## src/rtl/cfd_map.svh

```systemverilog
`ifndef CFD_MAP_SVH
`define CFD_MAP_SVH
`define CFD_MODE_OFF   4'h0
`define CFD_CHAN_OFF   4'h4
`define CFD_STAT_OFF   4'h8
`define CFD_FW_MSB     9
`define CFD_FW_LSB     0
`define CFD_SINC4_BIT  15
`define CFD_AVGLO_BIT  16
`define CFD_AVGHI_BIT  17
`define CFD_NOTCH_BIT  20
`define CFD_CHOP_BIT   23
`define CFD_FW_RST     10'h060
`define CFD_NOTCH_FW   10'h060
`define CFD_MULT_SINC3 5'h03
`define CFD_MULT_SINC4 5'h04
`define CFD_FS_WARM    5'h03
`define CFD_RESP_OKAY  2'h0
`define CFD_RESP_SLV   2'h2
`endif

```

## src/rtl/cfd_pkg.sv

```systemverilog
`default_nettype none
package cfd_pkg;
   typedef enum logic {
      CFD_CONV = 1'b0,
      CFD_HOLD = 1'b1
   } cfd_state_e;

   typedef struct packed {
      logic [9:0] filter_word;
      logic       sinc4_sel;
      logic       avg_select_hi;
      logic       avg_select_lo;
      logic       sixty_hz_notch_en;
      logic       chop_en;
   } cfd_cfg_s;

   typedef struct packed {
      cfd_state_e  st;
      cfd_cfg_s    cfg;
      logic [1:0]  chan;
      logic [19:0] samp;
      logic [4:0]  blk;
      logic [31:0] acc;
      logic [31:0] prev;
      logic        have_prev;
      logic        discard;
      logic        pol;
      logic        mod_rst;
      logic [31:0] fifo0;
      logic [31:0] fifo1;
      logic [1:0]  fcnt;
      logic        res_valid;
      logic        aw_rdy;
      logic        w_rdy;
      logic        aw_got;
      logic        w_got;
      logic [3:0]  aw_addr;
      logic [31:0] wdata;
      logic [3:0]  wstrb;
      logic        bvalid;
      logic [1:0]  bresp;
      logic        ar_rdy;
      logic        rvalid;
      logic [31:0] rdata;
      logic [1:0]  rresp;
   } cfd_state_s;
endpackage
`default_nettype wire

```

## src/rtl/cfd_decimator.sv

```systemverilog
`include "cfd_map.svh"
`default_nettype none
// Functional notes
// [RULE1] chop: swap input polarity each conversion, average pairs to cancel offset
// [RULE2] chopped sinc3 rate is master clock over 3*1024*filter word
// [RULE3] filter word is 1..1023; rate falls as the word grows
// [RULE4] chopped sinc3 needs two output periods to settle fully
// [RULE5] channel change resets modulator and filter; first result after full settling
// [RULE6] steps are not detected; accurate data two or three conversions later
// [RULE7] sixty hertz notch at word 96 leaves output rate unchanged
// [RULE8] fast settling postfilter averages 2, 8 or 16 sinc4 results
// [RULE9] both averaging bits zero: fast settling off, no postfilter
// [RULE10] fast settling rate is master clock over (3+avg)*1024*filter word
// [RULE11] fast settling without chop settles in one period, no switch latency
// [RULE12] fast settling: synchronous step all settled, asynchronous step one unsettled
// [RULE13] fast settling with chop keeps rate, settles in two periods
// [RULE14] filter word is mode register bits nine to zero, unsigned
// [RULE15] controller should keep chopped sinc3 at or below 320 Hz
// [RULE16] each settled result is flagged available at end of its period
module cfd_decimator (
   input  wire logic        CLK,
   input  wire logic        RESET_N,
   input  wire logic        CE,
   input  wire logic        MOD_BIT,
   input  wire logic        RES_READY,
   output logic             MOD_RESET,
   output logic             CHOP_POL,
   output logic             RES_VALID,
   output logic [31:0]      RES_DATA,
   input  wire logic [3:0]  S_AXI_AWADDR,
   input  wire logic        S_AXI_AWVALID,
   output logic             S_AXI_AWREADY,
   input  wire logic [31:0] S_AXI_WDATA,
   input  wire logic [3:0]  S_AXI_WSTRB,
   input  wire logic        S_AXI_WVALID,
   output logic             S_AXI_WREADY,
   output logic [1:0]       S_AXI_BRESP,
   output logic             S_AXI_BVALID,
   input  wire logic        S_AXI_BREADY,
   input  wire logic [3:0]  S_AXI_ARADDR,
   input  wire logic        S_AXI_ARVALID,
   output logic             S_AXI_ARREADY,
   output logic [31:0]      S_AXI_RDATA,
   output logic [1:0]       S_AXI_RRESP,
   output logic             S_AXI_RVALID,
   input  wire logic        S_AXI_RREADY
);
   localparam cfd_pkg::cfd_state_s RST_S = '{
      st: cfd_pkg::CFD_CONV,
      cfg: '{filter_word: `CFD_FW_RST, default: 1'b0},
      aw_rdy: 1'b1, w_rdy: 1'b1, ar_rdy: 1'b1,
      default: '0};

   cfd_pkg::cfd_state_s s;
   cfd_pkg::cfd_state_s n;
   logic        fast;
   logic [4:0]  navg;
   logic [2:0]  shift;
   logic [4:0]  mult;
   logic [4:0]  warm;
   logic        last_samp;
   logic        last_blk;
   logic        pop;
   logic        room;
   logic        conv_last;
   logic        conv_end;
   logic        stall;
   logic        push;
   logic [31:0] acc_nxt;
   logic [31:0] sub;
   logic [31:0] raw;
   logic        wr_go;
   logic        restart;
   logic        notch_act;
   logic [31:0] mode_rd;
   logic [31:0] stat_rd;
   logic [31:0] wr_val;
   logic [1:0]  cnt;

   function automatic logic [31:0] merge(input logic [31:0] o,
                                         input logic [31:0] d,
                                         input logic [3:0]  be);
      logic [31:0] r;
      r = o;
      for (int i = 0; i < 4; i++) begin
         if (be[i]) begin
            r[i*8 +: 8] = d[i*8 +: 8];
         end
      end
      return r;
   endfunction

   assign fast = s.cfg.avg_select_hi | s.cfg.avg_select_lo; // [RULE9]
   always_comb begin
      case ({s.cfg.avg_select_hi, s.cfg.avg_select_lo}) // [RULE8]
         2'b01: begin navg = 5'h02; shift = 3'h1; end
         2'b10: begin navg = 5'h08; shift = 3'h3; end
         2'b11: begin navg = 5'h10; shift = 3'h4; end
         default: begin navg = 5'h01; shift = 3'h0; end // [RULE9]
      endcase
   end
   // chop does not alter the multiplier, so fast mode rate is chop-independent
   assign mult = fast ? 5'(`CFD_FS_WARM + navg) // [RULE10] [RULE13]
               : (s.cfg.sinc4_sel ? `CFD_MULT_SINC4 : `CFD_MULT_SINC3); // [RULE2]
   // only the final navg blocks feed the result; earlier blocks fill the sinc
   assign warm = 5'(mult - navg);
   assign last_samp = s.samp == {s.cfg.filter_word - 10'h001, 10'h3ff}; // [RULE2]
   assign last_blk = s.blk == 5'(mult - 5'h01);
   assign pop = s.res_valid && RES_READY;
   assign room = (s.fcnt != 2'h2) || pop;
   assign conv_last = last_samp && last_blk;
   assign conv_end = conv_last && room;
   // a full buffer holds the last sample instead of dropping a result
   assign stall = conv_last && !room;
   assign push = conv_end && !s.discard; // [RULE4] [RULE16]
   assign acc_nxt = s.acc + {31'h0, (s.blk >= warm) && (MOD_BIT ^ s.pol)};
   assign sub = acc_nxt >> shift; // [RULE8]
   // inverted phase counts zeros, so the pair mean removes input offset
   assign raw = (s.cfg.chop_en && s.have_prev) // [RULE1] [RULE6] [RULE12]
              ? 32'((33'(sub) + 33'(s.prev)) >> 1) : sub;
   assign wr_go = s.aw_got && s.w_got && !s.bvalid;
   assign restart = wr_go && (s.aw_addr == `CFD_MODE_OFF || s.aw_addr == `CFD_CHAN_OFF);
   // notch only shows as a status bit; decimation timing stays put
   assign notch_act = s.cfg.sixty_hz_notch_en && s.cfg.chop_en && !s.cfg.sinc4_sel
                    && !fast && s.cfg.filter_word == `CFD_NOTCH_FW; // [RULE7]

   always_comb begin
      mode_rd = '0;
      mode_rd[`CFD_FW_MSB:`CFD_FW_LSB] = s.cfg.filter_word; // [RULE14]
      mode_rd[`CFD_SINC4_BIT] = s.cfg.sinc4_sel;
      mode_rd[`CFD_AVGLO_BIT] = s.cfg.avg_select_lo;
      mode_rd[`CFD_AVGHI_BIT] = s.cfg.avg_select_hi;
      mode_rd[`CFD_NOTCH_BIT] = s.cfg.sixty_hz_notch_en;
      mode_rd[`CFD_CHOP_BIT] = s.cfg.chop_en;
      stat_rd = {24'h0, s.res_valid, notch_act, s.discard, s.fcnt, s.pol, 1'b0, s.st};
   end

   always_comb begin
      n = s;
      n.mod_rst = 1'b0;
      wr_val = '0;
      // conversions run on regardless of input steps
      if (!stall) begin // [RULE6] [RULE12]
         n.st = cfd_pkg::CFD_CONV;
         n.acc = acc_nxt;
         n.samp = last_samp ? 20'h0 : s.samp + 20'h1;
         if (last_samp) begin
            n.blk = s.blk + 5'h01;
         end
      end else begin
         n.st = cfd_pkg::CFD_HOLD;
      end
      if (conv_end) begin
         n.acc = '0;
         n.blk = '0;
         n.prev = sub;
         n.have_prev = 1'b1;
         n.pol = s.pol ^ s.cfg.chop_en; // [RULE1]
         n.discard = 1'b0;
      end
      cnt = s.fcnt - {1'b0, pop};
      if (pop) begin
         n.fifo0 = s.fifo1;
      end
      if (push) begin // [RULE16]
         if (cnt == 2'h0) begin
            n.fifo0 = raw;
         end else begin
            n.fifo1 = raw;
         end
      end
      n.fcnt = cnt + {1'b0, push};
      n.res_valid = n.fcnt != 2'h0;

      if (S_AXI_AWVALID && s.aw_rdy) begin
         n.aw_got = 1'b1;
         n.aw_addr = S_AXI_AWADDR;
      end
      if (S_AXI_WVALID && s.w_rdy) begin
         n.w_got = 1'b1;
         n.wdata = S_AXI_WDATA;
         n.wstrb = S_AXI_WSTRB;
      end
      if (s.bvalid && S_AXI_BREADY) begin
         n.bvalid = 1'b0;
      end
      if (wr_go) begin
         n.aw_got = 1'b0;
         n.w_got = 1'b0;
         n.bvalid = 1'b1;
         n.bresp = restart ? `CFD_RESP_OKAY : `CFD_RESP_SLV;
         if (s.aw_addr == `CFD_MODE_OFF) begin
            wr_val = merge(mode_rd, s.wdata, s.wstrb);
            // a zero word is ignored, keeping the old rate
            if (wr_val[`CFD_FW_MSB:`CFD_FW_LSB] != 10'h0) begin // [RULE3]
               n.cfg.filter_word = wr_val[`CFD_FW_MSB:`CFD_FW_LSB]; // [RULE14]
            end
            n.cfg.sinc4_sel = wr_val[`CFD_SINC4_BIT];
            n.cfg.avg_select_lo = wr_val[`CFD_AVGLO_BIT];
            n.cfg.avg_select_hi = wr_val[`CFD_AVGHI_BIT];
            n.cfg.sixty_hz_notch_en = wr_val[`CFD_NOTCH_BIT];
            n.cfg.chop_en = wr_val[`CFD_CHOP_BIT];
         end else if (s.aw_addr == `CFD_CHAN_OFF) begin
            wr_val = merge({30'h0, s.chan}, s.wdata, s.wstrb);
            n.chan = wr_val[1:0];
         end
      end
      if (restart) begin // [RULE5]
         n.st = cfd_pkg::CFD_CONV;
         n.samp = '0;
         n.blk = '0;
         n.acc = '0;
         n.have_prev = 1'b0;
         n.pol = 1'b0;
         n.mod_rst = 1'b1;
         // chop needs a second settled period before the first result
         n.discard = n.cfg.chop_en; // [RULE4] [RULE11] [RULE13]
      end
      n.aw_rdy = !n.aw_got && !n.bvalid;
      n.w_rdy = !n.w_got && !n.bvalid;

      if (S_AXI_ARVALID && s.ar_rdy) begin
         n.ar_rdy = 1'b0;
         n.rvalid = 1'b1;
         n.rresp = `CFD_RESP_OKAY;
         case (S_AXI_ARADDR)
            `CFD_MODE_OFF: n.rdata = mode_rd;
            `CFD_CHAN_OFF: n.rdata = {30'h0, s.chan};
            `CFD_STAT_OFF: n.rdata = stat_rd;
            default: begin
               n.rdata = '0;
               n.rresp = `CFD_RESP_SLV;
            end
         endcase
      end else if (s.rvalid && S_AXI_RREADY) begin
         n.rvalid = 1'b0;
         n.ar_rdy = 1'b1;
      end
   end

   always_ff @(posedge CLK or negedge RESET_N) begin
      if (!RESET_N) begin
         s <= RST_S;
      end else if (CE) begin
         s <= n;
      end
   end

   assign MOD_RESET = s.mod_rst;
   assign CHOP_POL = s.pol;
   assign RES_VALID = s.res_valid;
   assign RES_DATA = s.fifo0;
   assign S_AXI_AWREADY = s.aw_rdy;
   assign S_AXI_WREADY = s.w_rdy;
   assign S_AXI_BVALID = s.bvalid;
   assign S_AXI_BRESP = s.bresp;
   assign S_AXI_ARREADY = s.ar_rdy;
   assign S_AXI_RVALID = s.rvalid;
   assign S_AXI_RDATA = s.rdata;
   assign S_AXI_RRESP = s.rresp;

   // helper: enabled cycles since the last clean conversion end
   logic [24:0] cyc_q;
   logic        clean_q;
   logic [24:0] per_m1;
   assign per_m1 = {15'(15'(mult) * 15'(s.cfg.filter_word)) - 15'h1, 10'h3ff};
   always_ff @(posedge CLK or negedge RESET_N) begin
      if (!RESET_N) begin
         cyc_q <= '0;
         clean_q <= 1'b0;
      end else if (CE) begin
         if (restart || stall) begin
            cyc_q <= '0;
            clean_q <= 1'b0;
         end else if (conv_end) begin
            cyc_q <= '0;
            clean_q <= 1'b1;
         end else begin
            cyc_q <= cyc_q + 25'h1;
         end
      end
   end
endmodule
`default_nettype wire

```

## config.mk

```make
export PLATFORM = sky130hd
export DESIGN_NAME = cfd_decimator
export DESIGN_NICKNAME = d
export VERILOG_FILES = /design/src/rtl/cfd_pkg.sv /design/src/rtl/cfd_decimator.sv
export VERILOG_INCLUDE_DIRS = /design/src /design/src/rtl
export SDC_FILE = /design/constraint.sdc
export NUM_CORES = 1
export LEC_CHECK = 0
export BUFFER_PORTS_ARGS = -buffer_cell sky130_fd_sc_hd__buf_2
export CAP_MARGIN = 20
export CORE_MARGIN = 3
export CORE_UTILIZATION = 46
export DETAILED_ROUTE_END_ITERATION = 10
export MAX_ROUTING_LAYER = met4
export REMOVE_ABC_BUFFERS = 1
export SKIP_LAST_GASP = 1
export SYNTH_ARGS = -nofsm -noshare
export SYNTH_HDL_FRONTEND = slang
export SYNTH_SLANG_ARGS = --single-unit
```

## constraint.sdc

```tcl
create_clock -name CLK -period 10.7 [get_ports CLK]
set_input_delay 2.14 -clock CLK [delete_from_list [all_inputs] [get_ports CLK]]
set_output_delay 2.14 -clock CLK [all_outputs]
set_load 0.1 [all_outputs]
```

* Word level (Yosys, flattened, before mapping)
Index checks and enable logic that the tools add are counted.
** Storage, ports and cells
- Latch bits :: 0
- Memories kept :: 0
- Bits in read-only memories :: 0
- Flip-flop bits (word level) :: 252
- Memory bits (writable) :: 0
** Cells by class
- Multipliers :: 0
- Mux-type cells :: 39
- Add/sub/neg operators :: 10
- Reductions and logical operators :: 55
- Equal/unequal tests :: 13
- Bitwise gates (word level) :: 5
- Magnitude comparators :: 1
- Divide/modulo/power cells :: 0
- Shift operators :: 1
** Operators with widths (count)
- $mux 32 :: 4
- $mux 57 :: 2
- $mux 72 :: 1
- $pmux 24 s3 :: 1
- $mux 64 :: 1
- $mux 8 :: 7
- $add 32x32->33 :: 1
- $add 32x1->32 :: 1
- $shr 32x3->32 :: 1
- $logic_and 1x1->1 :: 21
- $add 20x1->20 const B :: 1
- $eq 20x20->1 :: 1
- $mux 20 :: 1
- $reduce_and 2->1 :: 9
- $mux 2 :: 8
- $pmux 5 s3 :: 1
- $reduce_and 4->1 :: 3
- $eq 10x7->1 const B :: 1
- $mux 5 :: 2
- $reduce_bool 10->1 :: 1
- $sub 10x1->10 const B :: 1
- $mux 3 :: 3
- $pmux 3 s3 :: 1
- $eq 4x3->1 const B :: 2
- 29 further kinds :: 49

* Depth between registers and ports, before layout
- Depth after elaboration :: 13
- Gate-level depth with buffers :: 36

* Least setup slack after synthesis
No wires, ideal clock.
- Path type :: register -> register
- Start :: register s (netlist bit mode_rd[16])
- End :: register s (netlist bit RES_DATA[28])
- Arrival :: 7.096 ns
- Clock period less this slack :: 7.222 ns
- Path buffers :: 3
- Cell stages (with the launch flop) :: 35
- Library setup time :: 0.126 ns
- Setup slack :: 3.478 ns
- Cell sequence :: dfrtp_1 -> inv_1 -> ha_1 -> buf_2 -> mux2_2 -> ha_1 -> inv_1 -> fa_1 -> nor3_1 -> o32a_1 -> nand2_1 -> ha_1 -> a21oi_1 -> nor2_1 -> ha_1 -> ha_1 -> nand3_2 -> or4_1 -> buf_2 -> nor2_4 -> xnor2_1 -> mux2i_1 -> mux2i_1 -> mux2i_1 -> ha_1 -> buf_2 -> nand4_1 -> or2_2 -> or4b_1 -> a311oi_1 -> a211oi_1 -> a31oi_1 -> xnor2_1 -> mux2i_1 -> a221o_1
** Between the ends
- Cells in the longest elaborated chain, start to end :: 13
** Ends and longest elaborated chain
- start, declared :: RTL line cfd_decimator.sv:54 : cfd_pkg::cfd_state_s s;
- start signal, assigned :: RTL line cfd_decimator.sv:245 : s <= n;
- $eq 2x2->1 or $eq 2x1->1 (tied branches) :: RTL line cfd_decimator.sv:95 : case ({s.cfg.avg_select_hi, s.cfg.avg_select_lo})
- $pmux 5 s3 :: RTL line cfd_decimator.sv:95
- $add 2x5->5 (no source line)
- $mux 5 :: RTL line cfd_decimator.sv:103 : assign mult = fast ? 5'(`CFD_FS_WARM + navg)
- $sub 5x5->5 :: RTL line cfd_decimator.sv:106 : assign warm = 5'(mult - navg);
- $ge 5x5->1 :: RTL line cfd_decimator.sv:116 : assign acc_nxt = s.acc + {31'h0, (s.blk >= warm) && (MOD_BIT ^ s.pol)};
- $logic_and 1x1->1 :: RTL line cfd_decimator.sv:116
- $add 32x1->32 :: RTL line cfd_decimator.sv:116
- $shr 32x3->32 * :: RTL line cfd_decimator.sv:117 : assign sub = acc_nxt >> shift;
- net sub[15] :: RTL line cfd_decimator.sv:70 : logic [31:0] sub;
- $add 32x32->33 * :: RTL line cfd_decimator.sv:120 : ? 32'((33'(sub) + 33'(s.prev)) >> 1) : sub;
- $mux 32 * :: RTL line cfd_decimator.sv:120
- $mux 32 * :: RTL line cfd_decimator.sv:166 : if (cnt == 2'h0) begin
- $mux 64 * :: RTL line cfd_decimator.sv:165 : if (push) begin
Mark *: on every way through the listed nets, which the timed path passes. The rest lies on a longest branch.
A chain may end at the register's enable or synchronous reset.

* Final worst setup path
Ends and elaborated chain as after synthesis.

==> flow_summary.json <==
{
  "cts_tree": "done",
  "startpoint_type": "flop",
  "synth_compound_area_share_pct": 20.1,
  "period_needed_ns": 9.17,
  "area_growth_pct": 7.96,
  "portBuffers": 92,
  "dp_hpwl_mm": 31.0,
  "fin_setup_tns_ns": 0,
  "worstSetupPathType": "flop to flop",
  "yosysMostFrequentCell": "dfrtp_1",
  "dpl_worst_slack_ns": 1.64,
  "firstDrtPassIters": 6,
  "gr-total-overflow": 0,
  "seq_area_frac_synth_pct": 36.3,
  "async_flop_share_pct": 100,
  "cap_violations": 0,
  "cts_root_buf": "clkbuf_16",
  "htree_levels": 1,
  "cp.arrival_ns": 9.60,
  "p_per_area_mw_per_mm2": 226,
  "drv_slew": 0,
  "cp_common_cell": "ha_1",
  "antenna_found_initial": 0,
  "synth_top_family_by_area": "compound AO/OA/AOI/OAI gates",
  "die_y_um": 189,
  "finalHoldViolations": 0,
  "ant_nets": 0,
  "synth_area_leaders": "dfrtp_1 35%, mux2_2 5.2%, ha_1 4.5%",
  "grt_pass1_wl_mm": 69.3,
  "clock_skew_ns": 0.0128,
  "gp_congestion": 0.902,
  "critical_path.max_fanout": 15,
  "die_area_mm2": 0.0358,
  "crit_path_end_kind": "flop",
  "wire_per_inst_um": 20.1,
  "yosys.area.top_type_share_pct": 35.5,
  "wl_mm": 43.0,
  "cts_buffer_depth": 3,
  "synth_seq_cells": 224,
  "ys_types": 90,
  "postSynthAreaPerCell_um2": 9.13,
  "final_layout_size_suffix_gt1_share_pct": 16.4,
  "netlist_instances": 1692,
  "vdd_ir_drop_max_v": 0.000175,
  "dp_cells": 2089,
  "clk_pin_slew_ns": 0.06,
  "final_cells": 2139,
  "finalNetCount": 1788,
  "synthMuxAreaShare_pct": 10.4,
  "max_freq_mhz": 109,
  "antenna_cells": 0,
  "fp.dieW_um": 189,
  "synthAdderAreaFrac_pct": 4.79,
  "grt_max_degree": 104,
  "power_leakage_nw": 7.26,
  "start_util_pct": 47.1,
  "core-area_mm2": 0.0328,
  "slew_headroom_pct": 22.4,
  "postCtsSetupBuffers": 0,
  "max_stage_delay_ns": 0.92,
  "yosys_warnings": 0,
  "cp_slowest_cell": "or4_1",
  "synthSimpleGateAreaFrac_pct": 17.5,
  "grt_pass1_vias": 12600,
  "clock_latency_ns": 0.55,
  "cts_resized": 0,
  "grt_setup_unrepaired": "no",
  "hold_path_class": "flop to flop",
  "clock_sinks": 224,
  "critical_path_required_ns": 11.13,
  "ios": 130,
  "critPathTopFamily": "simple AND/OR/NAND/NOR gates",
  "cp.buffers_inverters": 2,
  "synth-edff-count": 0,
  "yosys_most_used_dff": "dfrtp_1",
  "drc_errors": 0,
  "num_vias": 12800,
  "finalCritPeriodShare_pct": 85.7,
  "cts_made_buffers": 27,
  "status": "complete, no violations",
  "synthXorXnorAreaFrac_pct": 3.69,
  "power_w": 0.00377,
  "vias_per_cell": 6.01,
  "postCtsHoldBufs": 0,
  "worst_slack_ns": 1.53,
  "first_iter_violations": 916,
  "syn_area_mm2": 0.0154,
  "synthTopCellsByCount": "219 x dfrtp_1, 166 x nand2_1, 111 x o21ai_0, 91 x a21oi_1, 81 x nor2_1",
  "tightest_slew_ns": 1.16,
  "rows": 66,
  "gr-usage-all-layers_pct": 24.5,
  "synth.largest_area_cell": "dfrtp_1",
  "setup_violations": 0
}
==> where the power goes <==
group / total, W / switching [W] / leakage, nW / internal (W)
logic: 0.00164 / 0.00112 / 3.86 / 0.000519
registers: 0.00116 / 0.000163 / 2.93 / 0.000995
clock network: 0.000971 / 0.000372 / 0.464 / 0.000599
==> cell type report <==
type                       count  area [um^2]
clock buffer                  42          822
clock inverter                 8          129
fill                        3099        16100
inverter                      38          143
multi-input combinational   1275         8790
sequential                   224         5610
tap                          442          553
timing repair buffer         110          626
==> cell families after synthesis <==
kind of cell | after synthesis
compound gates | 471
xor+xnor | 65
fa+ha+maj | 58
buf+inv | 211
flops | 224
mux | 141
other cells | 1
simple gates | 521
==> placed cells by master, fill, tap and decap left out, types with 19 or more instances in the layout <==
cell type / count
nand4_1: 30
mux2i_1: 62
and3_1: 29
o21ai_0: 111
ha_1: 55
a21o_1: 26
nand2_1: 166
clkbuf_16: 27
a21oi_1: 91
nor2_1: 81
conb_1: 19
nand3_1: 53
nor3_1: 41
xor2_1: 24
a31oi_1: 26
buf_2: 91
dfrtp_1: 219
xnor2_1: 41
o21ai_1: 25
mux2_2: 71
inv_1: 37
==> tightest hold or removal path: cells and delay by family (launching register included) <==
kind          cells  cell delay, ns
flops             1            0.35
simple gates      2            0.10
==> through the flow <==
step	area, um^2	utilization, %	hold WS (ns)
after floorplan	14500	-	0.440
after global placement	15700	47.9	0.455
after detailed placement	15700	48.0	0.465
after CTS	16700	50.9	0.478
after global routing	16700	50.9	0.502
final	16700	50.9	0.479
==> final timing paths <==
check / slack [ns] / startpoint / cells past startpoint / endpoint
worst min-delay path: 0.48 / s[88]$_DFFE_PN0P_ / 2 / s[88]$_DFFE_PN0P_
min in group asynchronous: 1.59 / RESET_N / 1 / s[96]$_DFFE_PN0P_
worst max-delay path: 1.53 / mode_rd[16]$_DFFE_PN0P_ / 31 / RES_DATA[28]$_DFFE_PN0P_
max in group asynchronous: 7.69 / RESET_N / 2 / RES_DATA[27]$_DFFE_PN0P_
worst min register to register: 0.48 / s[88]$_DFFE_PN0P_ / 2 / s[88]$_DFFE_PN0P_
worst max register to register: 1.53 / mode_rd[16]$_DFFE_PN0P_ / 31 / RES_DATA[28]$_DFFE_PN0P_
==> state kept, by name, summed over array words and instances (netlist names), 15 cells and up <==
signal / count
mode_rd: 15
S_AXI_RDATA: 15
s: 152
RES_DATA: 32
==> per-layer routing <==
metal  GRT usage (%)  share of wire, %  vias to the layer above
met5               -                 0                        -
met1            33.4                46                     6289
met3            2.96               4.1                       78
met4            8.36               3.7                        0
li1                -                 -                     6178
met2            38.1                47                      304
No activity file was read; power rests on OpenSTA's default activity.
